### src/verilog/itc_pkg.sv
// interval counter package: register map, fields, reset values, timing
// Operation
// - timeouts reach from one 128th of a second up to 255 hours
// - counting runs from the crystal tick, independent of core power-down
// - interval counter steps on overflow of the selected time counter
// - equality with compare value sets match flag, interrupt if enabled
// - match in power-down with interrupt enabled wakes, vector 0053H
// - software may preload time registers while stopped, counting then continues from them
// - nine registers, one control register for enables, timebase and flags
// - interval counter is 8 bits, compared with the compare value
// - compare value register at index A6H, reset 00H, range 0 to 255
package itc_pkg;
    // register indices, byte address is four times the index
    localparam logic [7:0] IDX_CTRL = 8'hA1;
    localparam logic [7:0] IDX_HTH = 8'hA2;
    localparam logic [7:0] IDX_SEC = 8'hA3;
    localparam logic [7:0] IDX_MIN = 8'hA4;
    localparam logic [7:0] IDX_HOUR = 8'hA5;
    localparam logic [7:0] IDX_CMP = 8'hA6;
    localparam logic [7:0] IDX_IST = 8'hB0;
    localparam logic [7:0] IDX_ICLR = 8'hB1;
    localparam logic [7:0] IDX_IEN = 8'hB2;
    // control register fields
    localparam int BIT_CLK_EN = 0;
    localparam int BIT_CNT_EN = 1;
    localparam int BIT_MATCH = 2;
    localparam int BIT_SINGLE = 3;
    localparam int BIT_SEL_LO = 4;
    localparam int BIT_SEL_HI = 5;
    localparam int BIT_FMT = 6;
    // reset values
    localparam logic [7:0] RST_CTRL = 8'h00;
    localparam logic [7:0] RST_CMP = 8'h00;
    localparam logic [7:0] RST_TIME = 8'h00;
    // timing: core clock rate and the 1/128 s time base
    localparam int CLK_HZ = 250_000_000;
    localparam int TICKS_PER_SEC = 128;
    localparam int TICK_CYC = CLK_HZ / TICKS_PER_SEC;
    // time counter limits
    localparam logic [7:0] HTH_MAX = 8'h7F;
    localparam logic [7:0] SEC_MAX = 8'h3B;
    localparam logic [7:0] MIN_MAX = 8'h3B;
    localparam logic [7:0] HR24_MAX = 8'h17;
    localparam logic [7:0] HR255_MAX = 8'hFF;
    // wake-up service address
    localparam logic [15:0] WAKE_VEC = 16'h0053;
    // interval time base selection
    typedef enum logic [1:0] {
        ITC_TB_TICK = 2'h0,
        ITC_TB_SEC = 2'h1,
        ITC_TB_MIN = 2'h2,
        ITC_TB_HOUR = 2'h3
    } itc_tb_t;
endpackage : itc_pkg

### src/verilog/itc_tod_if.sv
// time-of-day counter bundle between controller and counter module
`timescale 1ns/1ns
`default_nettype none
interface itc_tod_if;
    logic tick;
    logic run;
    logic fmt24;
    logic [3:0] wr;
    logic [7:0] wdata;
    logic [7:0] hth;
    logic [7:0] sec;
    logic [7:0] min;
    logic [7:0] hr;
    logic [3:0] ovf;
    modport ctl (output tick, run, fmt24, wr, wdata, input hth, sec, min, hr, ovf);
    modport tod (input tick, run, fmt24, wr, wdata, output hth, sec, min, hr, ovf);
endinterface : itc_tod_if
`default_nettype wire

### src/verilog/itc_prescale.sv
// divider giving the 1/128 s tick as a one-cycle enable
`timescale 1ns/1ns
`default_nettype none
module itc_prescale #(
    parameter int DIV = itc_pkg::TICK_CYC
) (
    // clock and reset
    input wire logic i_ref_clk,
    input wire logic i_rst_n,
    // tick enable
    output logic o_tick
);
    localparam int W = $clog2(DIV);
    localparam logic [W-1:0] LAST = W'(DIV - 1);
    logic [W-1:0] cnt;
    // free-running, never gated by power-down
    always_ff @(posedge i_ref_clk) begin
        if (!i_rst_n) begin
            cnt <= '0;
            o_tick <= 1'b0;
        end else begin
            o_tick <= (cnt == LAST);
            cnt <= (cnt == LAST) ? '0 : cnt + 1'b1;
        end
    end
endmodule : itc_prescale
`default_nettype wire

### src/verilog/itc_tod.sv
// hundredths, seconds, minutes and hours counters with overflow pulses
`timescale 1ns/1ns
`default_nettype none
module itc_tod (
    // clock and reset
    input wire logic i_ref_clk,
    input wire logic i_rst_n,
    // controller side
    itc_tod_if.tod bus
);
    logic c0;
    logic c1;
    logic c2;
    logic [7:0] hmax;
    // carry chain through the counters
    assign c0 = bus.tick & bus.run & (bus.hth == itc_pkg::HTH_MAX);
    assign c1 = c0 & (bus.sec == itc_pkg::SEC_MAX);
    assign c2 = c1 & (bus.min == itc_pkg::MIN_MAX);
    assign hmax = bus.fmt24 ? itc_pkg::HR24_MAX : itc_pkg::HR255_MAX;
    // counting while running, preload while stopped
    always_ff @(posedge i_ref_clk) begin
        if (!i_rst_n) begin
            bus.hth <= itc_pkg::RST_TIME;
            bus.sec <= itc_pkg::RST_TIME;
            bus.min <= itc_pkg::RST_TIME;
            bus.hr <= itc_pkg::RST_TIME;
            bus.ovf <= 4'h0;
        end else begin
            bus.ovf <= {c2, c1, c0, bus.tick & bus.run};
            if (bus.run) begin
                if (bus.tick) bus.hth <= c0 ? 8'h00 : bus.hth + 8'h01;
                if (c0) bus.sec <= c1 ? 8'h00 : bus.sec + 8'h01;
                if (c1) bus.min <= c2 ? 8'h00 : bus.min + 8'h01;
                if (c2) bus.hr <= (bus.hr == hmax) ? 8'h00 : bus.hr + 8'h01;
            end else begin
                if (bus.wr[0]) bus.hth <= bus.wdata;
                if (bus.wr[1]) bus.sec <= bus.wdata;
                if (bus.wr[2]) bus.min <= bus.wdata;
                if (bus.wr[3]) bus.hr <= bus.wdata;
            end
        end
    end
endmodule : itc_tod
`default_nettype wire

### src/verilog/itc_top.sv
// interval counter unit: apb registers, interval compare, interrupt, wake
//
// The implementer's own choice: register access over APB.
`timescale 1ns/1ns
`default_nettype none
module itc_top #(
    parameter int TICK_CYCLES = itc_pkg::TICK_CYC
) (
    // clock and reset
    input wire logic i_ref_clk,
    input wire logic i_rst_n,
    // apb slave
    input wire logic i_psel,
    input wire logic i_penable,
    input wire logic i_pwrite,
    input wire logic [11:0] i_paddr,
    input wire logic [31:0] i_pwdata,
    output logic o_pready,
    output logic [31:0] o_prdata,
    output logic o_pslverr,
    // power state from the core
    input wire logic i_power_down,
    // interrupt and wake
    output logic o_irq,
    output logic o_wake,
    output logic [15:0] o_wake_vector
);
    // register hit on a word address
    function automatic logic hit(input logic [11:0] a, input logic [7:0] idx);
        return (a == {2'h0, idx, 2'h0});
    endfunction : hit

    itc_tod_if tod_bus ();
    logic tick128;
    logic fmt24;
    logic [1:0] sel;
    logic single;
    logic match;
    logic cnt_en;
    logic clk_en;
    logic [7:0] cmp;
    logic [7:0] icnt;
    logic [7:0] nxt;
    logic ist;
    logic ien;
    logic access;
    logic wr_fire;
    logic wr_ctrl;
    logic adv;
    logic hit_now;
    logic mapped;

    // tick source
    itc_prescale #(
        .DIV(TICK_CYCLES)
    ) u_pre (
        .i_ref_clk(i_ref_clk),
        .i_rst_n(i_rst_n),
        .o_tick(tick128)
    );

    // time-of-day counters
    itc_tod u_tod (
        .i_ref_clk(i_ref_clk),
        .i_rst_n(i_rst_n),
        .bus(tod_bus)
    );

    // apb access phase decode
    assign access = i_psel & i_penable;
    assign wr_fire = access & o_pready & i_pwrite;
    assign wr_ctrl = wr_fire & hit(i_paddr, itc_pkg::IDX_CTRL);
    assign mapped = hit(i_paddr, itc_pkg::IDX_CTRL)
        | hit(i_paddr, itc_pkg::IDX_HTH)
        | hit(i_paddr, itc_pkg::IDX_SEC)
        | hit(i_paddr, itc_pkg::IDX_MIN)
        | hit(i_paddr, itc_pkg::IDX_HOUR)
        | hit(i_paddr, itc_pkg::IDX_CMP)
        | hit(i_paddr, itc_pkg::IDX_IST)
        | hit(i_paddr, itc_pkg::IDX_ICLR)
        | hit(i_paddr, itc_pkg::IDX_IEN);

    // drive the time counters
    assign tod_bus.tick = tick128;
    assign tod_bus.run = clk_en;
    assign tod_bus.fmt24 = fmt24;
    assign tod_bus.wdata = i_pwdata[7:0];
    // time registers only take writes while counting is stopped
    assign tod_bus.wr[0] = wr_fire & ~clk_en & hit(i_paddr, itc_pkg::IDX_HTH);
    assign tod_bus.wr[1] = wr_fire & ~clk_en & hit(i_paddr, itc_pkg::IDX_SEC);
    assign tod_bus.wr[2] = wr_fire & ~clk_en & hit(i_paddr, itc_pkg::IDX_MIN);
    assign tod_bus.wr[3] = wr_fire & ~clk_en & hit(i_paddr, itc_pkg::IDX_HOUR);

    // interval advance and compare
    assign adv = cnt_en & tod_bus.ovf[sel];
    assign nxt = icnt + 8'h01;
    assign hit_now = adv & (nxt == cmp);

    // apb answer: one wait state, then ready with data
    always_ff @(posedge i_ref_clk) begin
        if (!i_rst_n) begin
            o_pready <= 1'b0;
            o_pslverr <= 1'b0;
        end else begin
            o_pready <= access & ~o_pready;
            o_pslverr <= access & ~o_pready & ~mapped;
        end
    end

    // read data capture
    always_ff @(posedge i_ref_clk) begin
        if (!i_rst_n) begin
            o_prdata <= 32'h0000_0000;
        end else if (access & ~o_pready & ~i_pwrite) begin
            o_prdata <= 32'h0000_0000;
            if (hit(i_paddr, itc_pkg::IDX_CTRL))
                o_prdata[7:0] <= {1'b0, fmt24, sel, single, match, cnt_en, clk_en};
            if (hit(i_paddr, itc_pkg::IDX_HTH)) o_prdata[7:0] <= tod_bus.hth;
            if (hit(i_paddr, itc_pkg::IDX_SEC)) o_prdata[7:0] <= tod_bus.sec;
            if (hit(i_paddr, itc_pkg::IDX_MIN)) o_prdata[7:0] <= tod_bus.min;
            if (hit(i_paddr, itc_pkg::IDX_HOUR)) o_prdata[7:0] <= tod_bus.hr;
            if (hit(i_paddr, itc_pkg::IDX_CMP)) o_prdata[7:0] <= cmp;
            if (hit(i_paddr, itc_pkg::IDX_IST)) o_prdata[0] <= ist;
            if (hit(i_paddr, itc_pkg::IDX_IEN)) o_prdata[0] <= ien;
        end else begin
            o_prdata <= 32'h0000_0000;
        end
    end

    // control fields written by software
    always_ff @(posedge i_ref_clk) begin
        if (!i_rst_n) begin
            fmt24 <= itc_pkg::RST_CTRL[itc_pkg::BIT_FMT];
            sel <= itc_pkg::RST_CTRL[itc_pkg::BIT_SEL_HI:itc_pkg::BIT_SEL_LO];
            single <= itc_pkg::RST_CTRL[itc_pkg::BIT_SINGLE];
            clk_en <= itc_pkg::RST_CTRL[itc_pkg::BIT_CLK_EN];
        end else if (wr_ctrl) begin
            fmt24 <= i_pwdata[itc_pkg::BIT_FMT];
            sel <= i_pwdata[itc_pkg::BIT_SEL_HI:itc_pkg::BIT_SEL_LO];
            single <= i_pwdata[itc_pkg::BIT_SINGLE];
            clk_en <= i_pwdata[itc_pkg::BIT_CLK_EN];
        end
    end

    // count enable: software write wins, single shot clears it
    always_ff @(posedge i_ref_clk) begin
        if (!i_rst_n) begin
            cnt_en <= itc_pkg::RST_CTRL[itc_pkg::BIT_CNT_EN];
        end else if (wr_ctrl) begin
            cnt_en <= i_pwdata[itc_pkg::BIT_CNT_EN];
        end else if (hit_now & single) begin
            cnt_en <= 1'b0;
        end
    end

    // match flag: sticky, cleared by writing zero, set wins
    always_ff @(posedge i_ref_clk) begin
        if (!i_rst_n) begin
            match <= itc_pkg::RST_CTRL[itc_pkg::BIT_MATCH];
        end else if (hit_now) begin
            match <= 1'b1;
        end else if (wr_ctrl & ~i_pwdata[itc_pkg::BIT_MATCH]) begin
            match <= 1'b0;
        end
    end

    // compare value
    always_ff @(posedge i_ref_clk) begin
        if (!i_rst_n) begin
            cmp <= itc_pkg::RST_CMP;
        end else if (wr_fire & hit(i_paddr, itc_pkg::IDX_CMP)) begin
            cmp <= i_pwdata[7:0];
        end
    end

    // interval counter: cleared when disabled, reloads on a match
    always_ff @(posedge i_ref_clk) begin
        if (!i_rst_n) begin
            icnt <= 8'h00;
        end else if (~cnt_en | hit_now) begin
            icnt <= 8'h00;
        end else if (adv) begin
            icnt <= nxt;
        end
    end

    // interrupt status, clear and enable
    always_ff @(posedge i_ref_clk) begin
        if (!i_rst_n) begin
            ist <= 1'b0;
            ien <= 1'b0;
        end else begin
            if (hit_now) begin
                ist <= 1'b1;
            end else if (wr_fire & hit(i_paddr, itc_pkg::IDX_ICLR) & i_pwdata[0]) begin
                ist <= 1'b0;
            end
            if (wr_fire & hit(i_paddr, itc_pkg::IDX_IEN)) ien <= i_pwdata[0];
        end
    end

    // interrupt line and power-down wake
    always_ff @(posedge i_ref_clk) begin
        if (!i_rst_n) begin
            o_irq <= 1'b0;
            o_wake <= 1'b0;
            o_wake_vector <= 16'h0000;
        end else begin
            o_irq <= ist & ien;
            o_wake <= i_power_down & ist & ien;
            o_wake_vector <= (i_power_down & ist & ien) ? itc_pkg::WAKE_VEC : 16'h0000;
        end
    end
endmodule : itc_top
`default_nettype wire

### config.mk
export PLATFORM = sky130hd
export DESIGN_NAME = itc_top
export DESIGN_NICKNAME = d
export VERILOG_FILES = /design/src/verilog/itc_pkg.sv /design/src/verilog/itc_tod_if.sv /design/src/verilog/itc_prescale.sv /design/src/verilog/itc_tod.sv /design/src/verilog/itc_top.sv
export SDC_FILE = /design/constraint.sdc
export NUM_CORES = 1
export LEC_CHECK = 0
export ABC_AREA = 1
export CELL_PAD_IN_SITES_DETAIL_PLACEMENT = 1
export CELL_PAD_IN_SITES_GLOBAL_PLACEMENT = 1
export CORE_MARGIN = 2
export CORE_UTILIZATION = 49
export DETAILED_ROUTE_END_ITERATION = 10
export DONT_BUFFER_PORTS = 1
export PLACE_DENSITY_LB_ADDON = 0.1
export SETUP_SLACK_MARGIN = 0.3
export SYNTH_ARGS = -nofsm -noshare
export SYNTH_HDL_FRONTEND = slang
export SYNTH_SLANG_ARGS = --single-unit
### constraint.sdc
create_clock -name i_ref_clk -period 4.8 [get_ports i_ref_clk]
set_clock_uncertainty 0.2 [all_clocks]
set_input_delay 0.96 -clock i_ref_clk [delete_from_list [all_inputs] [get_ports i_ref_clk]]
set_output_delay 0.96 -clock i_ref_clk [all_outputs]
set_load 0.01 [all_outputs]
==> results of run 1 <==
[worst register-to-register path, stage by stage (launching register included)]
cell and delay, ns:
dfxtp_1 1.05, nand2_2 0.23, nor2_1 0.25, nand2_4 0.12
nor2_8 0.15, nand2_4 0.11, nand2_4 0.17, inv_1 0.11
nor2_1 0.16, nor2_1 0.06
[kinds of logic (layout without fill, tap and decap cells)]
group / count (synthesis) / count (layout)
AOI/OAI and AO/OA: 173 / 173
xor gates and xnor gates: 23 / 23
adders and majority gates: 7 / 7
buffers and inverters: 142 / 99
DFF: 95 / 95
other: 1 / 36
and+or+nand+nor: 332 / 332
[per-stage QoR]
stage / setup slack (ns) / hold slack, ns
after floorplan: 2.49 / 0.230
after global placement: 2.03 / 0.242
after detailed placement: 1.97 / 0.264
after CTS: 2.13 / 0.281
after global routing: 1.93 / 0.309
final: 2.09 / 0.277
[per-layer routing]
metal  GRT usage (%)  part of all wire [%]
met1            34.9                    43
met2            45.8                    49
met3            5.35                   6.4
met4            7.77                   1.1
met5               0                     0
[final cells by class]
class | count | share of cell area [%]
well taps | 140 | 3.05
multi-input cells | 571 | 53.2
flip-flops and latches | 95 | 33.1
clock inverters | 7 | 1.28
clock buffers | 9 | 3.92
inverters | 83 | 5.42
[cell usage in the layout, fill, tap and decap left out, types with 6 or more instances in the layout]
master	count
a21oi_1	55
a31oi_1	31
clkbuf_16	9
conb_1	36
dfxtp_1	95
ha_1	7
inv_1	68
inv_2	12
nand2_1	130
nand3_1	44
nand3_2	9
nand3b_1	7
nand4_1	15
nor2_1	76
nor2_2	8
nor3_1	9
o21ai_0	55
o21ai_1	11
xnor2_1	6
xor2_1	17
[final timing paths]
check | endpoint | startpoint | cells after the start
worst max-delay path | u_tod.bus.hr[0]$_SDFFE_PN0P_ | clk_en$_SDFFE_PN0P_ | 9
worst min-delay path | u_pre.cnt[0]$_SDFF_PP0_ | u_pre.cnt[0]$_SDFF_PP0_ | 1
worst max register to register | u_tod.bus.hr[0]$_SDFFE_PN0P_ | clk_en$_SDFFE_PN0P_ | 9
worst min register to register | u_pre.cnt[0]$_SDFF_PP0_ | u_pre.cnt[0]$_SDFF_PP0_ | 1
[registers in the layout (all words and copies together), names as in the netlist, 2 cells and up]
| register | cells |
|---|---|
| cmp | 8 |
| u_tod.bus.min | 8 |
| u_tod.bus.ovf | 4 |
| u_tod.bus.hr | 8 |
| u_tod.bus.sec | 8 |
| u_pre.cnt | 21 |
| sel | 2 |
| o_prdata | 8 |
| u_tod.bus.hth | 8 |
| icnt | 8 |
[where the power goes]
part           internal (uW)  leakage, uW  total, uW  switching [uW]
Clock                    370     0.000148        732             361
Combinational           9.96      0.00127       52.0            42.0
Sequential               790     0.000766        793            3.03
==> results.sh, run 1 <==
export IMPL_nFillCells=1430
export IMPL_dpl_hpwl_mm=11.7
export IMPL_layout_nets=817
export IMPL_syn_to_final_growth_pct=3.59
export IMPL_syn_inst=773
export IMPL_yosys_area_share_adder_pct=1.58
export IMPL_buffer_ports_inserted=0
export IMPL_synth_edf_count=0
export IMPL_drt_iter0_drc=264
export IMPL_initial_utilization_pct=50.7
export IMPL_max_cap_violations=0
export IMPL_final_max_slew_viol_count=0
export IMPL_die_h_um=110
export IMPL_status="finished, final reports clean"
export IMPL_worstSkewPairLatency_ns=0.36
export IMPL_hp_class="reg2reg"
export IMPL_ys_seq_area_share_pct=34.3
export IMPL_synth_ff_type="dfxtp_1"
export IMPL_setup_viol=0
export IMPL_ant_nets=0
export IMPL_peakVddDrop_mv=0.219
export IMPL_vias=5101
export IMPL_cp_buffers_inverters=1
export IMPL_netlist_area_leader_share_pct=34.3
export IMPL_grt_max_degree=50
export IMPL_setup_tns_ns=0
export IMPL_regArea_mm2=0.00190
export IMPL_stdcell_count=905
export IMPL_grt_overflow_total=0
export IMPL_first_pass_iters=4
export IMPL_hold_violations=0
export IMPL_antenna_cells_inserted=0
export IMPL_avgViaCountPerCell=5.64
export IMPL_p_total_uw=1580
export IMPL_clk_pin_slew_worst_paths_ns=0.08
export IMPL_yosys_top_cells_area="dfxtp_1, nand2_1, buf_4"
export IMPL_synth_top_family_by_area="simple AND/OR/NAND/NOR gates"
export IMPL_cts_hold_buffers=0
export IMPL_p_leak_uw=0.00218
export IMPL_drc_errors=0
export IMPL_fin_crit_sh_pct=56.6
export IMPL_cts_resized=0
export IMPL_rsz0062_at_grt="false"
export IMPL_crit_required_ns=4.85
export IMPL_tightest_slew_ns=1.18
export IMPL_clockBufferDepth=2
export IMPL_slew_headroom_pct=20.7
export IMPL_end_kind="flip-flop"
export IMPL_final_area_mm2=0.00575
export IMPL_synth_avg_cell_area_um2=7.18
export IMPL_synth_common_cells="nand2_1, dfxtp_1, nor2_1, inv_1"
export IMPL_synth_xor_area_share_pct=3.63
export IMPL_root_buffer="clkbuf_16"
export IMPL_dieArea_mm2=0.0122
export IMPL_synth_simple_area_share_pct=29.6
export IMPL_place_area_mm2=0.00545
export IMPL_synth_compound_area_share_pct=17.9
export IMPL_crit_fanout=25
export IMPL_cts_inserted_buffers=9
export IMPL_dpl_cell_count=889
export IMPL_synth_area_mm2=0.00555
export IMPL_max_stage_delay_ns=1.05
export IMPL_min_period_ns=2.71
export IMPL_path_delay_family="simple AND/OR/NAND/NOR gates"
export IMPL_worstPathCellList="nand2_2, nor2_1, nand2_4, nor2_8, nand2_4, nand2_4, inv_1, nor2_1, nor2_1"
export IMPL_wl_mm=15.8
export IMPL_ys_ff_latch=95
export IMPL_grt_pass1_wl_mm=25.2
export IMPL_ios=102
export IMPL_multi_input_area_mm2=0.00306
export IMPL_dieWidth_um=110
export IMPL_track_usage_pct=27.1
export IMPL_routabilityCongestion=0.893
export IMPL_fp_coreArea_mm2=0.0109
export IMPL_post_cts_buffers=0
export IMPL_antenna_found_initial=0
export IMPL_yosysWarnings=0
export IMPL_max_freq_mhz=368
export IMPL_powerDensity_mw_per_mm2=274
export IMPL_avgRoutedWirePerCell_um=17.5
export IMPL_cp_start_kind="flip-flop"
export IMPL_final_util_pct=52.5
export IMPL_clock_sinks=95
export IMPL_cts_tree="yes"
export IMPL_cpMaxStageDelayCell="dfxtp_1"
export IMPL_muxShareOfSynthArea_pct=0
export IMPL_placementRows=38
export IMPL_critical_path_class="reg2reg"
export IMPL_yosys_area_top_type="dfxtp_1"
export IMPL_reg2reg_setup_slack_ns=2.09
export IMPL_htreeDepth=3
export IMPL_drive_gt1_share_pct=9.93
export IMPL_yosysMostFrequentCell="nand2_1"
export IMPL_grt_pass1_vias=4970
export IMPL_yosysUniqueCellTypes=49
export IMPL_crit_arrival_ns=2.77
export IMPL_async_flop_share_pct=0
No activity file was read; power rests on OpenSTA's default activity.
==> run 2: changes to the inputs <==
Settings changed: ABC_AREA 1 to 0, CORE_UTILIZATION 49 to 47.
Clock period 4.8 ns to 2.6 ns, I/O delays scaled along.
==> run 2 against run 1 <==
  * Sequential share of layout area decreased by 2.9 points
  * Sequential cell count unchanged
  * Non-clock buffer count grew 50
  * First-iteration DRC count grew 27%
  * Largest cell class unchanged
  * Synthesized cell count shrank 11%
  * Largest power group unchanged
  * Sequential power is 84% higher
  * Utilization up 2.8 points
==> results.sh, run 2 <==
export IMPL_status="finished, final reports clean"
export IMPL_drc_errors=0
export IMPL_synth_edf_count=0
export IMPL_dpl_hpwl_mm=12.4
export IMPL_yosys_area_top_type="dfxtp_1"
export IMPL_avgViaCountPerCell=6.09
export IMPL_dieWidth_um=112
export IMPL_avgRoutedWirePerCell_um=20.8
export IMPL_ant_nets=0
export IMPL_wl_mm=17.8
export IMPL_synth_avg_cell_area_um2=8.00
export IMPL_regMostFlops="u_pre.cnt"
export IMPL_cpMaxStageDelayCell="or4b_4"
export IMPL_critical_path_class="in2reg"
export IMPL_hp_class="in2reg"
export IMPL_worstPathCellList="or4b_4, nor4_4, buf_4, nand3_4, o31ai_4, buf_4, a21oi_2, nor3b_2"
export IMPL_cts_inserted_buffers=9
export IMPL_crit_required_ns=2.68
export IMPL_yosys_top_cells_area="dfxtp_1, buf_4, nor2_1"
export IMPL_routabilityCongestion=0.916
export IMPL_die_h_um=112
export IMPL_peakVddDrop_mv=0.440
export IMPL_crit_arrival_ns=2.41
export IMPL_fin_crit_sh_pct=89.3
export IMPL_drive_gt1_share_pct=17.8
export IMPL_cts_hold_buffers=0
export IMPL_slew_headroom_pct=48.7
export IMPL_root_buffer="clkbuf_16"
export IMPL_max_stage_delay_ns=0.58
export IMPL_synth_area_mm2=0.00549
export IMPL_rsz0062_at_grt="true"
export IMPL_cts_tree="yes"
export IMPL_tightest_slew_ns=0.767
export IMPL_async_flop_share_pct=0
export IMPL_ys_seq_area_share_pct=34.6
export IMPL_clock_sinks=95
export IMPL_max_cap_violations=0
export IMPL_synth_ff_type="dfxtp_1"
export IMPL_path_delay_family="simple AND/OR/NAND/NOR gates"
export IMPL_buffer_ports_inserted=0
export IMPL_first_pass_iters=5
export IMPL_clk_pin_slew_worst_paths_ns=0.07
export IMPL_htreeDepth=3
export IMPL_yosysWarnings=0
export IMPL_switchingPower_uw=746
export IMPL_ys_ff_latch=95
export IMPL_swShare_pct=24.5
export IMPL_final_cell_mix="dfxtp_1, nor2_1, nand2_1, buf_4, conb_1"
export IMPL_powerDensity_mw_per_mm2=481
export IMPL_grt_pass1_wl_mm=28.0
export IMPL_p_comb_share_pct=4.2
export IMPL_placementRows=39
export IMPL_track_usage_pct=28.4
export IMPL_dieArea_mm2=0.0126
export IMPL_netlist_area_leader_share_pct=34.6
export IMPL_vias=5226
export IMPL_cp_buffers_inverters=2
export IMPL_drt_iter0_drc=336
export IMPL_synth_common_cells="dfxtp_1, nor2_1, nand2_1, o21ai_0, buf_4"
export IMPL_final_max_slew_viol_count=0
export IMPL_final_area_mm2=0.00631
export IMPL_intPower_uw=2290
export IMPL_largest_register_ffs=21
export IMPL_p_leak_uw=0.00222
export IMPL_pwr_share_seq_pct=48.2
export IMPL_pwr_share_clk_pct=47.6
export IMPL_setup_viol=0
export IMPL_setup_tns_ns=0
export IMPL_syn_to_final_growth_pct=14.9
export IMPL_antenna_cells_inserted=0
export IMPL_fp_coreArea_mm2=0.0114
export IMPL_crit_fanout=4
export IMPL_yosysMostFrequentCell="dfxtp_1"
export IMPL_critPathMostFrequentCell="buf_4"
export IMPL_syn_inst=687
export IMPL_cp_start_kind="input port"
export IMPL_grt_overflow_total=0
export IMPL_final_common_cell="dfxtp_1"
export IMPL_initial_utilization_pct=48.1
export IMPL_ios=102
export IMPL_antenna_found_initial=0
export IMPL_place_area_mm2=0.00575
export IMPL_max_freq_mhz=431
export IMPL_end_kind="flip-flop"
export IMPL_yosysUniqueCellTypes=68
export IMPL_min_period_ns=2.32
export IMPL_grt_max_degree=22
export IMPL_worstSkewPairLatency_ns=0.36
export IMPL_layout_nets=767
export IMPL_nFillCells=1393
export IMPL_p_total_uw=3040
export IMPL_grt_pass1_vias=5176
export IMPL_clockBufferDepth=2
export IMPL_hold_violations=0
==> run 2: final timing paths <==
path	start	endpoint	slack [ns]	depth (start not counted)
worst max-delay path	i_paddr[8]	u_tod.bus.sec[5]$_SDFFE_PN0P_	0.28	8
worst min-delay path	i_power_down	o_wake_vector[4]$_SDFF_PN0_	0.08	1
worst max register to register	u_tod.bus.sec[1]$_SDFFE_PN0P_	u_tod.bus.min[7]$_SDFFE_PN0P_	0.31	8
worst min register to register	u_pre.cnt[0]$_SDFF_PP0_	u_pre.cnt[0]$_SDFF_PP0_	0.28	1
==> run 2: cell families after synthesis <==
group	synth area share, %
simple gates	27.0
compound gates	19.5
flops	34.6
buf+inv	8.90
xor+xnor	5.83
mux	2.41
fa+ha+maj	1.59
other cells	0.0683
==> run 2: cell type report <==
cell class | instances | area (um2) | area share (%)
clock buffers | 10 | 239 | 3.78
clock inverters | 6 | 81.3 | 1.29
inverters | 10 | 37.5 | 0.594
multi-input cells | 544 | 3410 | 54.0
flip-flops and latches | 95 | 1910 | 30.2
well taps | 143 | 179 | 2.83
repair buffers | 50 | 462 | 7.31
==> run 2: repair_timing <==
| item | CTS | global route |
|---|---|---|
| gates cloned | 1 | 2 |
| hold endpoints to repair | 0 | 0 |
| endpoints found under the setup margin | 18 | 47 |
| resized for setup | 3 | 45 |
| pin swaps | 1 | 19 |
| setup buffers | 3 | 2 |
==> run 2: per-layer routing <==
metal	vias to the layer above	share of wire [%]	routed length, um	global-route usage (%)
met5	-	0	0	0
met3	41	5.5	985	4.64
met1	2584	45	7950	37.4
met4	0	3.5	621	13.1
met2	166	46	8290	45.9
li1	2435	-	-	-
==> run 2: per-stage QoR <==
stage | hold WS, ns | setup slack, ns | instances | utilization (%)
final | 0.0850 | 0.278 | 858 | 55.3
after global routing | 0.0882 | 0.183 | 858 | 55.3
after CTS | 0.0769 | 0.300 | 854 | 53.7
after detailed placement | 0.260 | -0.0948 | 834 | 50.3
after global placement | 0.240 | -0.0796 | 834 | 50.3
after floorplan | 0.225 | 0.00781 | 722 | -
==> run 2: power groups by stage <==
stage	combinational [uW]	sequential [uW]	clock [uW]
final	128	1460	1450
after detailed placement	120	1500	0
after global routing	138	1470	1530
after global placement	116	1500	0
after CTS	122	1460	1480
after floorplan	138	1500	0
==> run 3: changes to the inputs <==
Settings changed: CORE_UTILIZATION 47 to 50.
Clock period 2.6 ns to 2.8 ns, I/O delays scaled along.
==> run 3 against run 2 <==
  * Sequential cell count unchanged
  * Cell area shrank 7.7%
  * Critical path depth increased by 1
  * Hold slack improved by 0.0052 ns
  * Largest cell class unchanged
  * Wire length shrank 6.1%
==> results.sh, run 3 (synthesis gave the netlist of run 2 again) <==
export IMPL_place_area_mm2=0.00557
export IMPL_hp_class="in2reg"
export IMPL_layout_nets=746
export IMPL_hold_start="i_power_down"
export IMPL_powerDensity_mw_per_mm2=418
export IMPL_root_buffer="clkbuf_8"
export IMPL_end_kind="flip-flop"
export IMPL_drive_gt1_share_pct=10.4
export IMPL_wl_mm=16.7
export IMPL_intPower_uw=1810
export IMPL_clockBufferDepth=2
export IMPL_largest_register_ffs=21
export IMPL_clk_pin_slew_worst_paths_ns=0.09
export IMPL_avgViaCountPerCell=6.06
export IMPL_multi_input_area_mm2=0.00327
export IMPL_grt_pass1_wl_mm=26.3
export IMPL_syn_to_final_growth_pct=6.06
export IMPL_crit_required_ns=2.88
export IMPL_fp_coreArea_mm2=0.0108
export IMPL_p_total_uw=2440
export IMPL_crit_fanout=6
export IMPL_placementRows=38
export IMPL_max_cap_violations=0
export IMPL_fin_crit_sh_pct=84.9
export IMPL_track_usage_pct=29.1
export IMPL_rsz0062_at_grt="false"
export IMPL_critPathMostFrequentCell="buf_4"
export IMPL_buffer_ports_inserted=0
export IMPL_antenna_cells_inserted=0
export IMPL_first_pass_iters=7
export IMPL_critPathLaunch="u_tod.bus.hth[0]$_SDFFE_PN0P_"
export IMPL_rr_startpoint="u_tod.bus.hth[0]$_SDFFE_PN0P_"
export IMPL_drt_iter0_drc=348
export IMPL_htreeDepth=3
export IMPL_worstPathCellList="ha_1, nand3_1, nand3b_1, buf_4, o31ai_2, buf_4, o21ai_0, a22oi_1, nor2_1"
export IMPL_peakVddDrop_mv=0.484
export IMPL_final_max_slew_viol_count=0
export IMPL_setup_viol=0
export IMPL_avgRoutedWirePerCell_um=20.1
export IMPL_vias=5052
export IMPL_critical_path_class="reg2reg"
export IMPL_cts_inserted_buffers=9
export IMPL_status="finished, final reports clean"
export IMPL_regArea_mm2=0.00190
export IMPL_regMostFlops="u_pre.cnt"
export IMPL_dieWidth_um=109
export IMPL_p_leak_uw=0.00200
export IMPL_final_cell_mix="dfxtp_1, nor2_1, nand2_1, o21ai_0, a21oi_1"
export IMPL_tightest_slew_ns=0.684
export IMPL_cts_tree="yes"
export IMPL_grt_overflow_total=0
export IMPL_setup_tns_ns=0
export IMPL_nFillCells=1349
export IMPL_ant_nets=0
export IMPL_cts_hold_buffers=0
export IMPL_min_period_ns=2.38
export IMPL_routabilityCongestion=0.923
export IMPL_hold_violations=0
export IMPL_clock_sinks=95
export IMPL_switchingPower_uw=630
export IMPL_initial_utilization_pct=50.9
export IMPL_p_comb_share_pct=4.3
export IMPL_drc_errors=0
export IMPL_dieArea_mm2=0.0118
export IMPL_crit_arrival_ns=2.46
export IMPL_slew_headroom_pct=54.3
export IMPL_grt_max_degree=32
export IMPL_reg2reg_setup_slack_ns=0.42
export IMPL_pwr_share_seq_pct=55.8
export IMPL_worstSkewPairLatency_ns=0.40
export IMPL_antenna_found_initial=0
export IMPL_ios=102
export IMPL_grt_pass1_vias=4936
export IMPL_max_stage_delay_ns=0.44
export IMPL_cp_start_kind="flip-flop"
export IMPL_final_common_cell="dfxtp_1"
export IMPL_pwr_share_clk_pct=39.9
export IMPL_max_freq_mhz=420
export IMPL_dpl_hpwl_mm=12.3
export IMPL_die_h_um=109
export IMPL_final_area_mm2=0.00583
export IMPL_cpMaxStageDelayCell="dfxtp_1"
export IMPL_swShare_pct=25.9
-- run 3: changes by cell type in the layout (fill, tap and decap cells not counted), moves of 3 or more --
cell,delta
o21ai_0,+8
a21oi_1,+5
nand2_1,+3
clkbuf_8,+8
buf_12,-3
buf_6,-5
buf_4,-10
nor2_1,+5
clkbuf_16,-9
dfxtp_1,+3
dfxtp_2,-3
o21ai_2,-7
nor2_2,-3
a21oi_2,-5
-- run 3: through the flow --
stage / hold slack (ns) / cells / utilization (%) / setup WS [ns]
after floorplan: 0.225 / 722 / - / 0.168
after global placement: 0.238 / 816 / 51.6 / 0.0689
after detailed placement: 0.257 / 816 / 51.6 / 0.0247
after CTS: 0.0725 / 833 / 53.6 / 0.345
after global routing: 0.0718 / 834 / 54.0 / 0.305
final: 0.0902 / 834 / 54.0 / 0.422
-- run 3: critical path, delay by kind of cell, from the launching register on --
| kind | cells | cell delay [ns] |
|---|---|---|
| and+or+nand+nor | 3 | 0.51 |
| AOI/OAI and AO/OA | 3 | 0.50 |
| DFF | 1 | 0.44 |
| buffers and inverters | 2 | 0.39 |
| adders and majority gates | 1 | 0.22 |
-- run 3: layout make-up --
cell class | instances | area share (%)
inverters | 10 | 0.644
repair buffers | 30 | 4.08
multi-input cells | 543 | 56.1
flip-flops and latches | 95 | 32.7
well taps | 140 | 3.01
clock buffers | 9 | 2.13
clock inverters | 7 | 1.37
-- run 3: routing by layer --
layer	part of all wire [%]	global-route usage, %	vias up	wire [um]
li1	-	-	2370	-
met1	44	38.1	2517	7440
met2	48	48.3	152	8090
met3	6.2	7.53	13	1030
met4	1.1	6.87	0	190
met5	0	0	-	0
-- run 3: what timing repair did --
action / 4_1_cts / 5_1_grt
pin swaps: 0 / 1
gates cloned: 0 / 0
endpoints found under the hold margin: 0 / 0
endpoints found under the setup margin: 5 / 22
setup buffers: 1 / 1
gates resized for setup: 0 / 6
-- run 3: worst paths after layout --
path                              endpoint  depth (start not counted)
max reg2reg  u_tod.bus.min[3]$_SDFFE_PN0P_                          9
min reg2reg        u_pre.cnt[0]$_SDFF_PP0_                          1
max          u_tod.bus.min[3]$_SDFFE_PN0P_                          9
min            o_wake_vector[4]$_SDFF_PN0_                          1
-- run 3: power by group through the flow --
stage	combinational, uW	sequential [uW]	clock (uW)
2_1_floorplan	127	1390	0
3_5_place_dp	102	1390	0
5_1_grt	118	1360	1040
6_report	106	1360	972
4_1_cts	103	1360	995
3_3_place_gp	99.7	1390	0
